[src/pot_pkg.sv]
// Shared constants and types for the partition output state tracker.
package pot_pkg;
    // Register byte offsets.
    localparam logic [7:0] OFF_CMD = 8'h00;
    localparam logic [7:0] OFF_STATUS = 8'h04;
    localparam logic [7:0] OFF_OUTSEL = 8'h08;
    localparam logic [7:0] OFF_STATE = 8'h0c;
    // Command register fields.
    localparam int CMD_PART_LSB = 16;
    localparam int CMD_BLK_LSB = 20;
    // Command codes.
    localparam logic [7:0] CMD_READ_ARRAY = 8'hff;
    localparam logic [7:0] CMD_WORD_PGM = 8'h41;
    localparam logic [7:0] CMD_BP_SETUP = 8'he9;
    localparam logic [7:0] CMD_ERASE = 8'h20;
    localparam logic [7:0] CMD_BULK_FACTORY_PROGRAM = 8'h80;
    localparam logic [7:0] CMD_CONFIRM = 8'hd0;
    localparam logic [7:0] CMD_SUSPEND = 8'hb0;
    localparam logic [7:0] CMD_READ_STATUS = 8'h70;
    localparam logic [7:0] CMD_CLEAR_STATUS = 8'h50;
    localparam logic [7:0] CMD_READ_ID = 8'h90;
    localparam logic [7:0] CMD_READ_QUERY = 8'h98;
    localparam logic [7:0] CMD_LOCK_SETUP = 8'h60;
    localparam logic [7:0] CMD_BLANK_CHECK = 8'hbc;
    localparam logic [7:0] CMD_OTP = 8'hc0;
    localparam logic [7:0] CMD_LOCK = 8'h01;
    localparam logic [7:0] CMD_LOCK_DOWN = 8'h2f;
    localparam logic [7:0] CMD_CFG_RCR = 8'h03;
    localparam logic [7:0] CMD_CFG_ECR = 8'h04;
    // Status register bit positions and masks.
    localparam int SR_BUF_BUSY = 0;
    localparam int SR_LOCK_ERR = 1;
    localparam int SR_PGM_SUSP = 2;
    localparam int SR_PGM_ERR = 4;
    localparam int SR_ERS_ERR = 5;
    localparam int SR_ERS_SUSP = 6;
    localparam int SR_READY = 7;
    localparam logic [7:0] SR_ERR_MASK = 8'h3a;
    localparam logic [7:0] SR_SEQ_ERR = 8'h30;
    localparam logic [7:0] SR_ERR_RESET = 8'h00;
    // Output selection of one partition.
    typedef enum logic [1:0] {SEL_ARRAY, SEL_STATUS, SEL_IDQ} pot_sel_t;
    // Chip state.
    typedef enum logic [3:0] {
        ST_READY, ST_PGM_SETUP, ST_ERS_SETUP, ST_OTP_SETUP, ST_BC_SETUP,
        ST_BULK_FACTORY_PROGRAM_SETUP, ST_BULK_FACTORY_PROGRAM_BUSY, ST_LOCK_SETUP, ST_BP_SETUP,
        ST_BP_LOAD1, ST_BP_LOAD2, ST_BUSY, ST_PGM_SUSP, ST_ERS_SUSP
    } pot_state_t;
    // Operation handed to the write_state_machine.
    typedef enum logic [3:0] {
        OP_NONE, OP_PGM, OP_ERASE, OP_BP, OP_BULK_FACTORY_PROGRAM, OP_OTP, OP_BCHECK,
        OP_LOCK, OP_UNLOCK, OP_LOCK_DOWN, OP_CFG, OP_SUSPEND, OP_RESUME
    } pot_op_t;
endpackage : pot_pkg

[src/pot_tracker.sv]
// Partition output state tracker: command decode, selections, status.
//
// Behaviour
// - each partition holds array, status or ID/query output selection.
// - a selection persists until a command is written at that partition.
// - codes outside the command set are illegal and flag an error, except while an operation is busy.
// - all partitions select array data after reset.
// - returning to a partition shows its stored selection again.
// - identification and query commands both select ID/query output.
// - clear-status clears error bits only when ready, not busy/suspended.
// - bulk_factory_program data taken only while status bit zero is zero.
// - next chip state ignores the stored partition selections.
// - lock, unlock, lock-down and config confirms return to the state before lock setup; blank check ends ready after busy.
// - buffer_program load at a different block aborts with sequence error.
// - in suspend a two-cycle erase, bulk, blank check or OTP command, or a program one in program suspend, is consumed whole, never resumes.
// - buffer_program setup leaves the partition selection unchanged.
// - buffer_program confirm selects status output for the partition.
//
// The address map and the APB slave port were decided locally.
`timescale 1ns/1ps
module pot_tracker
    import pot_pkg::*;
#(
    parameter int NPART = 8,
    parameter int BLK_W = 8,
    parameter int CNT_W = 5
)(
    // Clock and reset.
    input wire logic pclk,
    input wire logic presetn,
    // APB slave.
    input wire logic psel,
    input wire logic penable,
    input wire logic pwrite,
    input wire logic [7:0] paddr,
    input wire logic [31:0] pwdata,
    output logic [31:0] prdata,
    output logic pready,
    output logic pslverr,
    // Write state machine side.
    input wire logic op_done,
    input wire logic buf_busy,
    input wire logic err_pgm,
    input wire logic err_ers,
    input wire logic err_lock,
    output logic op_start,
    output pot_op_t op_kind,
    output logic [BLK_W-1:0] op_block,
    output logic [15:0] op_data,
    output logic data_wr,
    // Read path selection.
    input wire logic [$clog2(NPART)-1:0] rd_part,
    output pot_sel_t rd_sel
);
    localparam int PART_W = $clog2(NPART);

    pot_state_t state_reg, state_next, ret_reg, ret_next;
    pot_state_t lock_ret_reg, lock_ret_next;
    pot_op_t kind_reg, go_kind;
    pot_sel_t outsel_reg [NPART];
    pot_sel_t sel_val;
    logic sel_wr, pend_reg, pend_next, err_clr, go, data_go, blk_load;
    logic [7:0] err_reg, err_set, status_reg;
    logic [BLK_W-1:0] first_cycle_block_addr_reg;
    logic [CNT_W-1:0] cnt_reg, cnt_next;
    logic [31:0] rd_mux;
    logic cmd_wr, blk_diff, wsm_busy;
    logic [7:0] code;
    logic [PART_W-1:0] cmd_part;
    logic [BLK_W-1:0] cmd_blk;

    // A command cycle lands on the access edge of a write to the command word.
    assign cmd_wr = psel && penable && pwrite && (paddr == OFF_CMD);
    assign code = pwdata[7:0];
    assign cmd_part = pwdata[CMD_PART_LSB +: PART_W];
    assign cmd_blk = pwdata[CMD_BLK_LSB +: BLK_W];
    assign blk_diff = cmd_blk != first_cycle_block_addr_reg;
    assign wsm_busy = (state_reg == ST_BUSY) || (state_reg == ST_BULK_FACTORY_PROGRAM_BUSY);

    // Command decode. Partition selections are never read here.
    always_comb
    begin
        state_next = state_reg;
        ret_next = ret_reg;
        lock_ret_next = lock_ret_reg;
        pend_next = pend_reg;
        cnt_next = cnt_reg;
        sel_wr = 1'b0;
        sel_val = SEL_STATUS;
        err_set = 8'h00;
        err_clr = 1'b0;
        go = 1'b0;
        go_kind = OP_NONE;
        data_go = 1'b0;
        blk_load = 1'b0;
        if (cmd_wr)
        begin
            case (state_reg)
                ST_READY, ST_PGM_SUSP, ST_ERS_SUSP:
                begin
                    if (pend_reg)
                    begin
                        // Second half of a pair given in suspend.
                        pend_next = 1'b0;
                        err_set = SR_SEQ_ERR;
                    end
                    else
                    begin
                        case (code)
                            CMD_READ_ARRAY:
                            begin
                                sel_wr = 1'b1;
                                sel_val = SEL_ARRAY;
                            end
                            CMD_READ_STATUS:
                                sel_wr = 1'b1;
                            CMD_READ_ID, CMD_READ_QUERY:
                            begin
                                sel_wr = 1'b1;
                                sel_val = SEL_IDQ;
                            end
                            CMD_CLEAR_STATUS:
                                err_clr = (state_reg == ST_READY);
                            CMD_WORD_PGM, CMD_BP_SETUP:
                            begin
                                // Buffer setup keeps the selection; word program setup selects status.
                                sel_wr = (code == CMD_WORD_PGM);
                                if (state_reg == ST_PGM_SUSP)
                                    pend_next = 1'b1;
                                else
                                begin
                                    ret_next = state_reg;
                                    blk_load = 1'b1;
                                    state_next = (code == CMD_WORD_PGM) ?
                                        ST_PGM_SETUP : ST_BP_SETUP;
                                end
                            end
                            CMD_ERASE, CMD_BULK_FACTORY_PROGRAM, CMD_BLANK_CHECK, CMD_OTP:
                            begin
                                sel_wr = 1'b1;
                                if (state_reg != ST_READY)
                                    pend_next = 1'b1;
                                else
                                begin
                                    ret_next = ST_READY;
                                    blk_load = 1'b1;
                                    case (code)
                                        CMD_ERASE: state_next = ST_ERS_SETUP;
                                        CMD_BULK_FACTORY_PROGRAM: state_next = ST_BULK_FACTORY_PROGRAM_SETUP;
                                        CMD_OTP: state_next = ST_OTP_SETUP;
                                        default: state_next = ST_BC_SETUP;
                                    endcase
                                end
                            end
                            CMD_LOCK_SETUP:
                            begin
                                sel_wr = 1'b1;
                                lock_ret_next = state_reg;
                                state_next = ST_LOCK_SETUP;
                            end
                            CMD_CONFIRM:
                            begin
                                // Resume the suspended operation.
                                if (state_reg != ST_READY)
                                begin
                                    go = 1'b1;
                                    go_kind = OP_RESUME;
                                    state_next = ST_BUSY;
                                end
                            end
                            CMD_SUSPEND, CMD_LOCK, CMD_LOCK_DOWN,
                            CMD_CFG_RCR, CMD_CFG_ECR:
                                sel_wr = 1'b0;
                            default:
                                err_set = SR_SEQ_ERR;
                        endcase
                    end
                end
                ST_PGM_SETUP, ST_OTP_SETUP:
                begin
                    sel_wr = 1'b1;
                    go = 1'b1;
                    data_go = 1'b1;
                    go_kind = (state_reg == ST_OTP_SETUP) ? OP_OTP : OP_PGM;
                    state_next = ST_BUSY;
                end
                ST_ERS_SETUP, ST_BC_SETUP, ST_BULK_FACTORY_PROGRAM_SETUP:
                begin
                    sel_wr = 1'b1;
                    if (code == CMD_CONFIRM)
                    begin
                        go = 1'b1;
                        case (state_reg)
                            ST_ERS_SETUP: go_kind = OP_ERASE;
                            ST_BC_SETUP: go_kind = OP_BCHECK;
                            default: go_kind = OP_BULK_FACTORY_PROGRAM;
                        endcase
                        state_next = (state_reg == ST_BULK_FACTORY_PROGRAM_SETUP) ?
                            ST_BULK_FACTORY_PROGRAM_BUSY : ST_BUSY;
                    end
                    else
                    begin
                        err_set = SR_SEQ_ERR;
                        state_next = ret_reg;
                    end
                end
                ST_BULK_FACTORY_PROGRAM_BUSY:
                begin
                    sel_wr = 1'b1;
                    // Words arriving while the buffer is busy are lost.
                    data_go = !buf_busy;
                end
                ST_LOCK_SETUP:
                begin
                    sel_wr = 1'b1;
                    state_next = lock_ret_reg;
                    go = 1'b1;
                    case (code)
                        CMD_LOCK: go_kind = OP_LOCK;
                        CMD_CONFIRM: go_kind = OP_UNLOCK;
                        CMD_LOCK_DOWN: go_kind = OP_LOCK_DOWN;
                        CMD_CFG_RCR, CMD_CFG_ECR:
                        begin
                            go_kind = OP_CFG;
                            sel_val = SEL_ARRAY;
                        end
                        default:
                        begin
                            go = 1'b0;
                            err_set = SR_SEQ_ERR;
                        end
                    endcase
                end
                ST_BP_SETUP:
                begin
                    cnt_next = pwdata[CNT_W-1:0];
                    state_next = ST_BP_LOAD1;
                end
                ST_BP_LOAD1, ST_BP_LOAD2:
                begin
                    if (blk_diff)
                    begin
                        err_set = SR_SEQ_ERR;
                        state_next = ret_reg;
                    end
                    else if (state_reg == ST_BP_LOAD1)
                    begin
                        data_go = 1'b1;
                        cnt_next = cnt_reg - 1'b1;
                        if (cnt_reg == '0)
                            state_next = ST_BP_LOAD2;
                    end
                    else if (code == CMD_CONFIRM)
                    begin
                        sel_wr = 1'b1;
                        go = 1'b1;
                        go_kind = OP_BP;
                        state_next = ST_BUSY;
                    end
                    else
                    begin
                        err_set = SR_SEQ_ERR;
                        state_next = ret_reg;
                    end
                end
                ST_BUSY:
                begin
                    sel_wr = (code != CMD_SUSPEND) &&
                        (code != CMD_CLEAR_STATUS);
                    if (code == CMD_READ_ARRAY)
                        sel_val = SEL_ARRAY;
                    else if (code == CMD_READ_ID || code == CMD_READ_QUERY)
                        sel_val = SEL_IDQ;
                    if (code == CMD_SUSPEND && kind_reg != OP_OTP &&
                        kind_reg != OP_BCHECK)
                    begin
                        go = 1'b1;
                        go_kind = OP_SUSPEND;
                        state_next = (kind_reg == OP_ERASE) ?
                            ST_ERS_SUSP : ST_PGM_SUSP;
                    end
                end
                default:
                    state_next = ST_READY;
            endcase
        end
        // Completion wins over a command in the same cycle.
        if (op_done && wsm_busy)
        begin
            state_next = ret_reg;
            ret_next = ST_READY;
        end
    end

    // Chip state and return points.
    always_ff @(posedge pclk or negedge presetn)
    begin
        if (!presetn)
        begin
            state_reg <= ST_READY;
            ret_reg <= ST_READY;
            lock_ret_reg <= ST_READY;
            pend_reg <= 1'b0;
            cnt_reg <= '0;
        end
        else
        begin
            state_reg <= state_next;
            ret_reg <= ret_next;
            lock_ret_reg <= lock_ret_next;
            pend_reg <= pend_next;
            cnt_reg <= cnt_next;
        end
    end

    // Block latched on the first write cycle of an operation.
    always_ff @(posedge pclk or negedge presetn)
    begin
        if (!presetn)
            first_cycle_block_addr_reg <= '0;
        else if (blk_load)
            first_cycle_block_addr_reg <= cmd_blk;
    end

    // Per-partition selections; only the addressed one changes.
    always_ff @(posedge pclk or negedge presetn)
    begin
        if (!presetn)
        begin
            for (int i = 0; i < NPART; i++)
                outsel_reg[i] <= SEL_ARRAY;
        end
        else if (sel_wr)
            outsel_reg[cmd_part] <= sel_val;
    end

    // The read path sees the stored selection of its partition.
    assign rd_sel = outsel_reg[rd_part];

    // Error bits are sticky; a new error beats a clear in the same cycle.
    always_ff @(posedge pclk or negedge presetn)
    begin
        if (!presetn)
            err_reg <= SR_ERR_RESET;
        else
            err_reg <= (err_reg & ~(err_clr ? SR_ERR_MASK : 8'h00)) |
                err_set | {2'b00, err_ers, err_pgm, 2'b00, err_lock, 1'b0};
    end

    always_comb
    begin
        status_reg = err_reg & SR_ERR_MASK;
        status_reg[SR_READY] = !wsm_busy;
        status_reg[SR_ERS_SUSP] = (state_reg == ST_ERS_SUSP) ||
            (ret_reg == ST_ERS_SUSP);
        status_reg[SR_PGM_SUSP] = state_reg == ST_PGM_SUSP;
        status_reg[SR_BUF_BUSY] = buf_busy;
    end

    // Requests toward the write state machine, one-cycle pulses.
    always_ff @(posedge pclk or negedge presetn)
    begin
        if (!presetn)
        begin
            op_start <= 1'b0;
            op_kind <= OP_NONE;
            kind_reg <= OP_NONE;
            op_block <= '0;
            op_data <= 16'h0000;
            data_wr <= 1'b0;
        end
        else
        begin
            op_start <= go;
            data_wr <= data_go;
            if (go)
                op_kind <= go_kind;
            if (go && go_kind != OP_SUSPEND && go_kind != OP_RESUME)
                kind_reg <= go_kind;
            else if (go && go_kind == OP_RESUME &&
                state_reg == ST_ERS_SUSP)
                kind_reg <= OP_ERASE; // A nested program may have ended.
            if (go || data_go)
            begin
                op_block <= cmd_blk;
                op_data <= pwdata[15:0];
            end
        end
    end

    // APB read mux; data is captured in the setup cycle.
    always_comb
    begin
        rd_mux = 32'h00000000;
        case (paddr)
            OFF_STATUS: rd_mux[7:0] = status_reg;
            OFF_OUTSEL:
                for (int i = 0; i < NPART; i++)
                    rd_mux[2*i +: 2] = outsel_reg[i];
            OFF_STATE: rd_mux[3:0] = state_reg;
            default: rd_mux = 32'h00000000;
        endcase
    end

    always_ff @(posedge pclk or negedge presetn)
    begin
        if (!presetn)
            prdata <= 32'h00000000;
        else if (psel && !penable)
            prdata <= rd_mux;
    end

    // Zero wait states; unmapped addresses and writes to read-only words err.
    assign pready = 1'b1;
    assign pslverr = psel && penable && (pwrite ? (paddr != OFF_CMD) :
        (paddr != OFF_STATUS && paddr != OFF_OUTSEL && paddr != OFF_STATE));
endmodule : pot_tracker

[config.mk]
export PLATFORM = sky130hd
export DESIGN_NAME = pot_tracker
export DESIGN_NICKNAME = d
export VERILOG_FILES = /design/src/pot_pkg.sv /design/src/pot_tracker.sv
export SDC_FILE = /design/constraint.sdc
export NUM_CORES = 1
export LEC_CHECK = 0
export ABC_AREA = 1
export BUFFER_PORTS_ARGS = -buffer_cell sky130_fd_sc_hd__buf_2
export CELL_PAD_IN_SITES_DETAIL_PLACEMENT = 1
export CELL_PAD_IN_SITES_GLOBAL_PLACEMENT = 2
export CORE_MARGIN = 2
export CORE_UTILIZATION = 30
export CTS_CLUSTER_DIAMETER = 60
export DETAILED_ROUTE_END_ITERATION = 8
export PLACE_DENSITY = 0.9
export SKIP_LAST_GASP = 1
export SLEW_MARGIN = 40
export SYNTH_ARGS = -nofsm -noshare
export SYNTH_HDL_FRONTEND = slang
export SYNTH_SLANG_ARGS = --single-unit
[constraint.sdc]
create_clock -name pclk -period 2.45 [get_ports pclk]
set_input_delay 0.1225 -clock pclk [delete_from_list [all_inputs] [get_ports pclk]]
set_output_delay 0.1225 -clock pclk [all_outputs]
set_load 0.1 [all_outputs]
# [Word level (Yosys, flattened, before mapping)]
# Cells that the tools add are included.
[classes] bitwise=7 reduce_logical=50 n_mux=100 n_eq_ne=60 add_sub_neg=1 magnitude_cmp=3
[op_table] cell="$mux W4" count=27
[op_table] cell="$eq A8 B8 Y1 const B" count=9
[op_table] cell="$eq A4 B4 Y1 const B" count=8
[op_table] cell="$eq A8 B7 Y1 const B" count=4
[op_table] cell="$mux W8" count=4
[op_table] cell="$pmux W4 S4" count=2
[op_table] cell="$pmux W4 S8" count=1
[op_table] cell="$pmux W8 S4" count=1
[op_table] cell="$mux W6" count=5
[op_table] cell="$mux W1" count=28
[op_table] cell="$pmux W4 S6" count=1
[op_table] cell="$mux W2" count=10
[op_table] cell="$ne A4 B4 Y1 const B" count=5
[op_table] cell="$reduce_or A18 Y1" count=1
[op_table] cell="$bwmux W16" count=1
[op_table] cell="$eq A4 B3 Y1 const B" count=4
[op_table] cell="$eq A8 B3 Y1 const B" count=2
[op_table] cell="$eq A8 B4 Y1 const B" count=2
[op_table] cell="$eq A8 B6 Y1 const B" count=2
[op_table] cell="$logic_and A1 B1 Y1" count=16
[op_table] cell="$ne A8 B4 Y1 const B" count=2
[op_table] cell="$pmux W4 S2" count=2
[op_table] cell="$eq A4 B2 Y1 const B" count=3
[op_table] cell="$pmux W4 S3" count=1
[op_table] cell="55 further kinds" count=80
[totals] inputBits=53 regBits=100 word_cells=243

# [Depth between registers and ports, before layout]
# Gate-level depths: netlist of the first run.
[depth] depth_word=11 ltp_mapped=16 depth_no_buf=16

# [Worst setup path before layout of the first run]
# OpenSTA, ideal clock, no wires.
[synth_timing] kind="input-to-output" start="in rd_part[0]" end="out rd_sel[1]" required_ns=2.328 n_path_buf=1 cell_stages=5 arrival_ns=2.375 slack_ns=-0.047 path_cell_list="clkbuf_1 inv_1 a21oi_1 o21ai_0 a31oi_1"
[synth_between] elab_chain_len=4
[synth_lines] item="start: declaration" line_no="pot_tracker.sv:52" text="input wire logic [$clog2(NPART)-1:0] rd_part,"
[synth_lines] item="$not A3 Y4 (not written as such)" line_no="pot_tracker.sv:338" text="assign rd_sel = outsel_reg[rd_part];"
[synth_lines] item="$bmux W2 S3" line_no="pot_tracker.sv:338"
[synth_lines] item="$mux W2 (not written as such) (2 in series)" line_no="pot_tracker.sv:338"
[synth_lines] item="end: declaration" line_no="pot_tracker.sv:53" text="output pot_sel_t rd_sel"
# No other way between the ends. The select of a mux whose other input is x is not followed.

# [Worst setup path in the final report of the first run]
[layout_timing] start="reg state_reg[3]" end="reg op_data[1]"
[layout_between] elab_chain_len=7 elab_cells_between_ends=30 classes_between="eq/ne (12); mux (11); reduce/logical (7)"
[layout_lines] item="start: declaration" line_no="pot_tracker.sv:57" text="pot_state_t state_reg, state_next, ret_reg, ret_next;"
[layout_lines] item="start signal: assignment" line_no="pot_tracker.sv:308" text="state_reg <= state_next;"
[layout_lines] item="$reduce_bool A4 Y1" line_no="pot_tracker.sv:164" text="if (state_reg != ST_READY)"
[layout_lines] item="$mux W1" line_no="pot_tracker.sv:164"
[layout_lines] item="$mux W1" line_no="pot_tracker.sv:109" text="case (code)"
[layout_lines] item="$mux W1" line_no="pot_tracker.sv:101" text="if (pend_reg)"
[layout_lines] item="$pmux W1 S6" line_no="pot_tracker.sv:98" text="case (state_reg)"
[layout_lines] item="$mux W1" line_no="pot_tracker.sv:96" text="if (cmd_wr)"
[layout_lines] item="$logic_or A1 B1 Y1 *" line_no="pot_tracker.sv:383" text="if (go || data_go)"
[layout_lines] item="end signal: assignment" line_no="pot_tracker.sv:386" text="op_data <= pwdata[15:0];"
[layout_lines] item="end: declaration" line_no="pot_tracker.sv:49" text="output logic [15:0] op_data,"
# Mark *: on every way between the ends. The rest lies on a longest branch, timed or not.
# A chain may end at the register's enable or synchronous reset.

==> results of run 1 <==
[per-stage QoR]
step / setup slack [ps] / power (mW) / cell area [um2] / std cells
after CTS: 195 / 3.68 / 7220 / 1239
after detailed placement: 266 / 2.08 / 6730 / 1206
after global placement: 295 / 2.08 / 6730 / 1206
final: 217 / 3.63 / 7230 / 1239
after floorplan: 103 / 1.96 / 5890 / 851
after global routing: 8.14 / 3.77 / 7230 / 1239
[routing by layer]
layer / global-route usage / vias up
met5: 0 / -
met4: 0.0630 / 0
met3: 0.0207 / 20
met2: 0.336 / 112
met1: 0.253 / 2822
li1: - / 2923
[layout by cell type (no fill, tap or decap), drive strengths merged, types with 3 or more instances in the layout]
| cell | instances |
|---|---|
| a31oi | 4 |
| nor4 | 3 |
| o211ai | 5 |
| nand2 | 269 |
| nor2 | 91 |
| nand4 | 17 |
| buf | 126 |
| o21ai | 81 |
| dfrtp | 96 |
| dlygate4sd3 | 17 |
| clkbuf | 10 |
| clkinv | 5 |
| a221oi | 3 |
| nor3 | 7 |
| nand3 | 71 |
| conb | 17 |
| a21oi | 22 |
| inv | 114 |
| o22ai | 4 |
[final cells by class]
cell class	count	area [um2]	area share
clock inverter	6	90.1	0.0125
sequential	96	2400	0.332
clock buffer	10	229	0.0317
timing repair buffer	143	891	0.123
inverter	115	433	0.0599
multi-input combinational	609	2860	0.396
tap	260	325	0.0450
[what timing repair did]
action,in CTS,in global routing
setup endpoints to repair,0,8
endpoints found under the hold margin,65,0
gates resized for setup,0,3
hold buffers,17,0
[logic make-up after synthesis]
kind of cell,count (synthesis)
buf+inv,146
flops,96
compound gates,125
mux,2
other cells,2
simple gates,462
fa+ha+maj,2
xor+xnor,1
[report_power, final]
group          internal (mW)  switching [mW]  total (mW)  leakage [nW]
logic                 0.0996           0.372       0.471          2.54
registers               1.59         0.00781        1.60          1.26
clock network          0.904           0.655        1.56         0.159
[final timing paths]
path / to / slack [ps] / depth (start not counted) / from
min in group asynchronous: op_data[12]$_DFFE_PN0P_ / 360 / 2 / presetn
max in group asynchronous: prdata[12]$_DFFE_PN0P_ / 1350 / 3 / presetn
hold reg to reg: op_kind[0]$_DFFE_PN0P_ / 470 / 2 / op_kind[0]$_DFFE_PN0P_
setup reg to reg: op_data[1]$_DFFE_PN0P_ / 220 / 12 / state_reg[3]$_DFFE_PN0P_
hold / removal: op_block[5]$_DFFE_PN0P_ / 10 / 3 / pwdata[25]
setup / recovery: op_data[1]$_DFFE_PN0P_ / 220 / 12 / state_reg[3]$_DFFE_PN0P_
[critical path: cells and delay by family (launching register included)]
kind                   cells  cell delay (ps)
DFF                        1              480
and+or+nand+nor            8              990
buffers and inverters      3              410
AOI/OAI and AO/OA          1              230
[cell usage after synthesis (2+ instances only)]
| library cell | count | area (um2) |
|---|---|---|
| nand2_2 | 7 | 43.8 |
| o22ai_1 | 4 | 25.0 |
| inv_1 | 101 | 379 |
| dfrtp_1 | 96 | 2400 |
| nand3_2 | 6 | 60.1 |
| nand4_1 | 16 | 100 |
| inv_2 | 11 | 41.3 |
| nand3_1 | 65 | 325 |
| a31oi_1 | 4 | 25.0 |
| buf_2 | 6 | 30.0 |
| o31ai_1 | 2 | 15.0 |
| conb_1 | 2 | 7.51 |
| clkinv_1 | 2 | 7.51 |
| nor2_2 | 5 | 31.3 |
| ha_1 | 2 | 25.0 |
| mux2i_1 | 2 | 20.0 |
| nand2_1 | 262 | 983 |
| o211ai_1 | 5 | 37.5 |
| a21oi_1 | 20 | 100 |
| o21ai_1 | 31 | 155 |
| o21ai_0 | 49 | 245 |
| buf_4 | 20 | 150 |
| nor2_4 | 4 | 45.0 |
| clkbuf_1 | 5 | 18.8 |
| nor2_1 | 81 | 304 |
| a221oi_1 | 3 | 26.3 |
| nor4_1 | 3 | 18.8 |
| nor3_1 | 6 | 30.0 |
==> impl_metrics.csv, run 1 <==
group,metric,value,unit
sta,finalCritPeriodShare,0.912,
logic_synthesis,async_reset_ff_frac,1.00,
routing,ant_nets,0,
cells_and_area,antenna_cells,0,
cells_and_area,nets,1029,
floorplan,core,0.0189,mm2
global_route,antenna_found_initial,0,
floorplan,dieArea,0.0205,mm2
cells_and_area,syn_to_final_growth,24.2,%
global_route,grt_pass1_vias,6061,
setup_path,crit_top_cell,"nand2_1",
logic_synthesis,synth_compound_area_frac,0.121,
logic_synthesis,seq_area_frac_synth,0.413,
logic_synthesis,synth_cells,836,
clock_tree,clk_latency,350,ps
sta,hold_violations,0,
sta,finalSetupViolations,0,
logic_synthesis,syn_area,0.00582,mm2
setup_path,cp_max_fo,17,
cells_and_area,fin_util,0.383,
placed_design,io_buffers,96,
placed_design,gp_congestion,0.923,
floorplan,rows,50,
clock_tree,clk_path_buf_depth,2,
logic_synthesis,synth_fa_ha_area_frac,0.00430,
setup_path,endpoint_kind,"flip-flop",
power_and_ir_drop,power_density,502,mW/mm2
routing,wl_per_cell,15.4,um
routing,drtIter0Drc,248,
clock_tree,cts_setup_buffers,0,
clock_tree,clk_pin_slew,70,ps
sta,fin_skew,5.89,ps
floorplan,initial_utilization,0.308,
setup_path,slowest_stage,"dfrtp_1",
logic_synthesis,ys_seq_elements,96,
global_route,overflow,0,
floorplan,pin_count,119,
logic_synthesis,syn_avg_cell_area,6.97,um2
sta,hold_slack,12.4,ps
setup_path,critPathRequiredTime,2690,ps
routing,maxUsedRoutingLayer,"met4",
clock_tree,cts_tree,"yes",
routing,via_per_inst,4.74,
placed_design,dp_hpwl,14900,um
global_route,grt_pass1_wl,31200,um
cells_and_area,drive_gt1_frac,0.191,
logic_synthesis,yosysWarnings,0,
logic_synthesis,synthSimpleGateAreaFrac,0.348,
clock_tree,cts_root_buf,"clkbuf_16",
run,cap_violations,0,
sta,fin_crit,2230,ps
logic_synthesis,muxShareOfSynthArea,0.00344,
sta,slew_headroom,0.524,
routing,wl_met2,9330,um
sta,fmax,0.448,GHz
sta,drv_slew,0,
logic_synthesis,synth_top_family_by_area,"simple AND/OR/NAND/NOR gates",
setup_path,cp.arrival,2480,ps
power_and_ir_drop,p_leak,3.96,nW
routing,drc_errors,0,
routing,dr.pass1.iters,5,
setup_path,start_kind,"flip-flop",
clock_tree,cts_max_level,3,
routing,wl,19000,um
clock_tree,cts_made_buffers,9,
run_status,status,"finished, final reports clean",
global_route,grt_max_degree,53,
logic_synthesis,synth-xor-area-share,0.00150,
clock_tree,cts_sinks,96,
sta,rsz0062_at_grt,"false",
sta,tightest_slew,714,ps
cells_and_area,fillers,2473,
routing,via_count,5877,
setup_path,path_cells,"inv_2, nand2_1, inv_1, nand2_1, nand3_2, nand2_1, nand4_1, o21ai_4, nand2_2, buf_12, nand2_1, nand2_1",
setup_path,crit_type,"reg -> reg",
floorplan,die_h,143,um
logic_synthesis,synth_edf_count,0,
floorplan,fp.dieW,143,um
routing,wl_met1,8710,um
logic_synthesis,synthFlopType,"dfrtp_1",
setup_path,cpPeakStageDelay,480,ps
power_and_ir_drop,ir_drop,0.000284,V
hold_path,hp-class,"in -> reg",
routing,wl_met3,673,um
global_route,grt_usage,0.194,
logic_synthesis,ys_types,44,
sta,tns,0,ps
Note: power is estimated with default switching activity, not from simulation.
==> run 2, diff against run 1 <==
- ABC_AREA: 1 -> default
- CORE_UTILIZATION: 30 -> 34
- PLACE_DENSITY: 0.9 -> 0.91
==> run 2 against run 1 <==
Effect of this change: the flow now finishes with violations (setup timing); area after synthesis up 3.1%; hold slack got worse by 4.5 ps; sequential share of layout area fell by 4.0 points; cell area up 14%; fmax shrank 12%; clock power up 3%; largest power group unchanged.
==> impl_metrics.csv, run 2 <==
group,metric,value,unit
setup_path,reg2reg_depth,11,
sta,fin_skew,7.18,ps
logic_synthesis,synth.most_common_cell,"dfrtp_1",
sta,finalSetupViolations,30,
cells_and_area,fillers,2023,
setup_path,crit_type,"reg -> reg",
global_route,antenna_found_initial,0,
routing,via_per_inst,5.45,
placed_design,dp_hpwl,16600,um
logic_synthesis,ys_seq_elements,96,
clock_tree,cts_max_level,3,
power_and_ir_drop,p_leak,3.93,nW
setup_path,cp_max_fo,13,
sta,tightest_slew,734,ps
routing,dr.pass1.iters,5,
clock_tree,cts_sinks,96,
setup_path,cp.arrival,2790,ps
cells_and_area,mostFrequentLayoutCells,"buf_4, buf_2, dfrtp_1",
clock_tree,clk_pin_slew,70,ps
sta,drv_slew,0,
cells_and_area,stdcell_count,1081,
logic_synthesis,async_reset_ff_frac,1.00,
placed_design,gp_congestion,0.916,
sta,fin_crit,2550,ps
global_route,grt_pass1_wl,34400,um
sta,hold_violations,0,
cells_and_area,antenna_cells,0,
clock_tree,cts_made_buffers,9,
floorplan,fp.dieW,137,um
run_status,violations,"setup timing",
global_route,grt_pass1_vias,6339,
floorplan,rows,48,
power_and_ir_drop,power_density,447,mW/mm2
hold_path,hp-class,"in -> reg",
logic_synthesis,synth_top_area_share,0.400,
setup_path,endpoint_kind,"flip-flop",
logic_synthesis,syn_area,0.00601,mm2
cells_and_area,nets,906,
setup_path,slowest_stage,"dfrtp_2",
routing,ant_nets,0,
cells_and_area,drive_gt1_frac,0.388,
setup_path,crit_top_cell,"buf_6",
clock_tree,cts_tree,"yes",
cells_and_area,syn_to_final_growth,37.0,%
sta,rsz0062_at_grt,"true",
setup_path,critPathRequiredTime,2690,ps
routing,drtIter0Drc,328,
routing,wl,22000,um
global_route,grt_usage,0.243,
routing,via_count,5893,
clock_tree,clk_path_buf_depth,2,
setup_path,path_cells,"buf_6, nor3b_2, o21ai_2, nor2_4, nor3_4, a21o_4, inv_6, a221o_2, buf_6, buf_12, mux2_4",
logic_synthesis,yosysWarnings,0,
logic_synthesis,ys_types,81,
logic_synthesis,synth_edf_count,0,
sta,slew_headroom,0.511,
hold_path,hold_depth,2,
power_and_ir_drop,ir_drop,0.000369,V
sta,fmax,0.392,GHz
placed_design,io_buffers,96,
floorplan,die_h,137,um
global_route,overflow,0,
floorplan,dieArea,0.0187,mm2
floorplan,pin_count,119,
floorplan,core,0.0173,mm2
logic_synthesis,synthFlopType,"dfrtp_1",
cells_and_area,mostFrequentLayoutCell,"buf_4",
logic_synthesis,synthTopCellsByCount,"dfrtp_1, nand2_1, nor2_1",
routing,drc_errors,0,
sta,finalWorstSetupSlack,-101,ps
setup_path,cpPeakStageDelay,460,ps
clock_tree,clk_latency,360,ps
placed_design,place_inst,1039,
logic_synthesis,seq_area_frac_synth,0.400,
logic_synthesis,synth_top_area_cell,"dfrtp_1",
floorplan,initial_utilization,0.347,
sta,finalCritPeriodShare,1.04,
clock_tree,cts_root_buf,"clkbuf_16",
run_status,status,"finished with violations",
run,cap_violations,0,
logic_synthesis,synth_area_leaders,"dfrtp_1, nand2_1, mux2_4",
logic_synthesis,syn_avg_cell_area,9.31,um2
global_route,grt_max_degree,56,
sta,hold_slack,7.84,ps
routing,wl_per_cell,20.4,um
logic_synthesis,synth_cells,645,
setup_path,start_kind,"flip-flop",
run 2: cell types whose count changed after synthesis, sizes merged, moves of 10 or more:
cell    before  now
inv        112   13
clkbuf       5   24
nand4       17    7
nand3       71   25
nand2      269   89
nand2b       0   12
o21ai       81   46
nor2        91   50
mux2         0   38
run 2: what timing repair did:
action | CTS | global route
cloned | 2 | 1
endpoints found under the hold margin | 63 | 0
setup buffers | 8 | 7
setup endpoints to repair | 47 | 63
pin swaps | 4 | 13
hold buffers | 10 | 0
resized for setup | 20 | 23
run 2: routing by layer:
layer | GRT usage | part of all wire | up-vias
met5 | 0 | 0 | -
met4 | 0.0871 | 0.024 | 0
met3 | 0.0452 | 0.046 | 36
met2 | 0.438 | 0.52 | 182
met1 | 0.287 | 0.41 | 2949
li1 | - | - | 2726
run 2: cell families (layout without fill, tap and decap cells):
kind of cell	after synthesis	count (layout)	synth area share
DFF	96	96	0.400
buffers and inverters	68	264	0.0644
xor gates and xnor gates	10	10	0.0146
other	2	17	0.00125
muxes	47	47	0.107
and+or+nand+nor	260	260	0.224
AOI/OAI and AO/OA	160	160	0.184
adders and majority gates	2	2	0.00417
run 2: worst paths after layout:
check                                    startpoint                        to  slack [ps]
max in group asynchronous                   presetn  state_reg[2]$_DFFE_PN0P_        1370
setup reg to reg           state_reg[3]$_DFFE_PN0P_   op_data[11]$_DFFE_PN0P_        -100
hold / removal                           pwdata[13]   op_data[13]$_DFFE_PN0P_           8
setup / recovery           state_reg[3]$_DFFE_PN0P_   op_data[11]$_DFFE_PN0P_        -100
hold reg to reg              prdata[14]$_DFFE_PN0P_    prdata[14]$_DFFE_PN0P_         460
min in group asynchronous                   presetn    prdata[12]$_DFFE_PN0P_         360
run 2: per-stage QoR:
step           power [mW]  setup WS [ps]  instance area (um2)   util  setup TNS (ps)
3_5_place_dp         2.09           -289                 7410  0.428          -10230
2_1_floorplan        1.94           2.67                 6080      -               0
6_report             3.68           -101                 8230  0.476           -2170
4_1_cts              3.70           -113                 8050  0.465           -2290
3_3_place_gp         2.08           -224                 7410  0.428           -7550
5_1_grt              3.80           -214                 8230  0.476           -5160
run 2: cell type report:
type                    instances  area [um2]  area share
repair buffers                235        1700       0.207
clock inverters                 5        86.3      0.0105
inverters                      13        53.8     0.00654
flip-flops and latches         96        2410       0.292
well taps                     225         282      0.0342
multi-input cells             496        3450       0.419
clock buffers                  11         253      0.0307
run 2: power breakdown:
part | switching, mW | internal [mW]
sequential | 0.00728 | 1.59
combinational | 0.355 | 0.120
clock | 0.641 | 0.958
run 2: worst max-delay path: cells and delay by family (launching register included):
| family | cells | cell delay [ps] |
|---|---|---|
| multiplexers | 1 | 300 |
| AND/OR/NAND/NOR | 3 | 410 |
| flip-flops | 1 | 460 |
| buffers and inverters | 4 | 520 |
| AO/OA/AOI/OAI | 3 | 730 |
==> run 3, diff against run 2 <==
- SETUP_SLACK_MARGIN: default -> 0.1
==> run 3 against run 2 <==
Effect of this change: the run still ends with setup timing left; first-iteration DRC count grew 11%; worst setup slack gained 31 ps; total power shrank 5.5%; largest cell class unchanged; highest routed layer unchanged.
==> impl_metrics.csv, run 3 (synthesis gave the netlist of run 2 again) <==
group,metric,value,unit
run_status,status,"finished with violations",
run_status,violations,"setup timing",
setup_path,path_cells,"buf_6, and3b_1, o21ai_2, nor2_4, nor3_2, a21o_4, inv_6, a221o_4, clkbuf_16, mux2_4",
global_route,overflow,0,
sta,tightest_slew,692,ps
global_route,grt_usage,0.241,
routing,ant_nets,0,
setup_path,cp_max_fo,10,
clock_tree,clk_pin_slew,80,ps
placed_design,io_buffers,96,
cells_and_area,mostFrequentLayoutCell,"buf_4",
cells_and_area,drive_gt1_frac,0.394,
sta,finalWorstSetupSlack,-69.6,ps
setup_path,cp.arrival,2760,ps
clock_tree,cts_made_buffers,9,
floorplan,fp.dieW,137,um
routing,dr.pass1.iters,5,
placed_design,gp_congestion,0.927,
clock_tree,clk_path_buf_depth,2,
global_route,grt_pass1_vias,6220,
sta,fin_skew,14.4,ps
floorplan,dieArea,0.0187,mm2
run,cap_violations,0,
clock_tree,clk_latency,360,ps
routing,via_per_inst,5.46,
cells_and_area,antenna_cells,0,
sta,slew_headroom,0.539,
power_and_ir_drop,p_leak,3.91,nW
cells_and_area,mostFrequentLayoutCells,"buf_4, buf_2, dfrtp_1",
setup_path,start_kind,"flip-flop",
global_route,antenna_found_initial,0,
sta,fmax,0.397,GHz
cells_and_area,fillers,2037,
hold_path,hp-class,"in -> reg",
clock_tree,cts_sinks,96,
routing,wl_per_cell,20.7,um
floorplan,pin_count,119,
sta,tns,-1160,ps
placed_design,dp_hpwl,16700,um
routing,wl,22300,um
power_and_ir_drop,ir_drop,0.000311,V
setup_path,crit_type,"reg -> reg",
sta,fin_crit,2520,ps
routing,drc_errors,0,
floorplan,core,0.0173,mm2
sta,finalSetupViolations,24,
setup_path,slowest_stage,"dfrtp_2",
cells_and_area,stdcell_count,1077,
setup_path,cpPeakStageDelay,440,ps
clock_tree,cts_max_level,3,
sta,drv_slew,0,
global_route,grt_pass1_wl,34200,um
power_and_ir_drop,power_density,423,mW/mm2
cells_and_area,fin_util,0.474,
sta,finalCritPeriodShare,1.03,
routing,via_count,5877,
floorplan,rows,48,
cells_and_area,nets,902,
routing,drtIter0Drc,365,
clock_tree,cts_root_buf,"clkbuf_16",
placed_design,place_inst,1035,
sta,hold_slack,41.6,ps
global_route,grt_max_degree,52,
setup_path,endpoint_kind,"flip-flop",
clock_tree,cts_tree,"yes",
floorplan,die_h,137,um
setup_path,critPathRequiredTime,2690,ps
cells_and_area,syn_to_final_growth,36.6,%
floorplan,initial_utilization,0.347,
sta,hold_violations,0,
sta,rsz0062_at_grt,"true",
==> run 3: worst max-delay path: cells and delay by family, from the launching register on <==
kind	cells	cell delay, ps
AOI/OAI and AO/OA	3	810
buffers and inverters	3	400
DFF	1	440
muxes	1	300
and+or+nand+nor	3	450
==> run 3: metal layers <==
metal  GRT usage  wire [um]
met5           0          0
met4       0.104        707
met3      0.0304       1020
met2       0.415      11200
met1       0.302       9390
==> run 3: report_power, final <==
group / total, mW / switching [mW] / internal, mW
Sequential: 1.60 / 0.00634 / 1.59
Combinational: 0.478 / 0.358 / 0.120
Clock: 1.39 / 0.685 / 0.710
Total: 3.47 / 1.05 / 2.42
==> run 3: cell type report <==
type                            count  area, um2  area share
Clock buffer                        9        225      0.0275
Clock inverter                      7       58.8     0.00717
Inverter                           13       53.8     0.00656
Multi-Input combinational cell    496       3510       0.429
Sequential cell                    96       2410       0.293
Tap cell                          225        282      0.0343
Timing Repair Buffer              231       1660       0.203
==> run 3: worst paths after layout <==
kind,startpoint,to,slack (ps),cells after the start
min reg2reg,prdata[9]$_DFFE_PN0P_,prdata[9]$_DFFE_PN0P_,460,2
max,state_reg[1]$_DFFE_PN0P_,op_data[7]$_DFFE_PN0P_,-70,10
min,pwdata[23],op_block[3]$_DFFE_PN0P_,40,2
max reg2reg,state_reg[1]$_DFFE_PN0P_,op_data[7]$_DFFE_PN0P_,-70,10
min in group asynchronous,presetn,prdata[9]$_DFFE_PN0P_,340,2
max in group asynchronous,presetn,state_reg[2]$_DFFE_PN0P_,1370,3
==> run 3: stage by stage <==
stage / setup slack (ps) / cell area (um2) / total power, mW
after CTS: -130 / 7890 / 3.50
final: -69.6 / 8200 / 3.47
after floorplan: 8.65 / 6080 / 1.94
after global routing: -135 / 8200 / 3.60
after global placement: -239 / 7370 / 2.07
after detailed placement: -281 / 7370 / 2.09
==> run 3: what timing repair did <==
item,CTS,global route
cloned,1,2
endpoints found under the setup margin,66,67
pin swaps,3,22
hold endpoints to repair,61,0
hold buffers,12,0
gates resized for setup,8,49
setup buffers,6,5
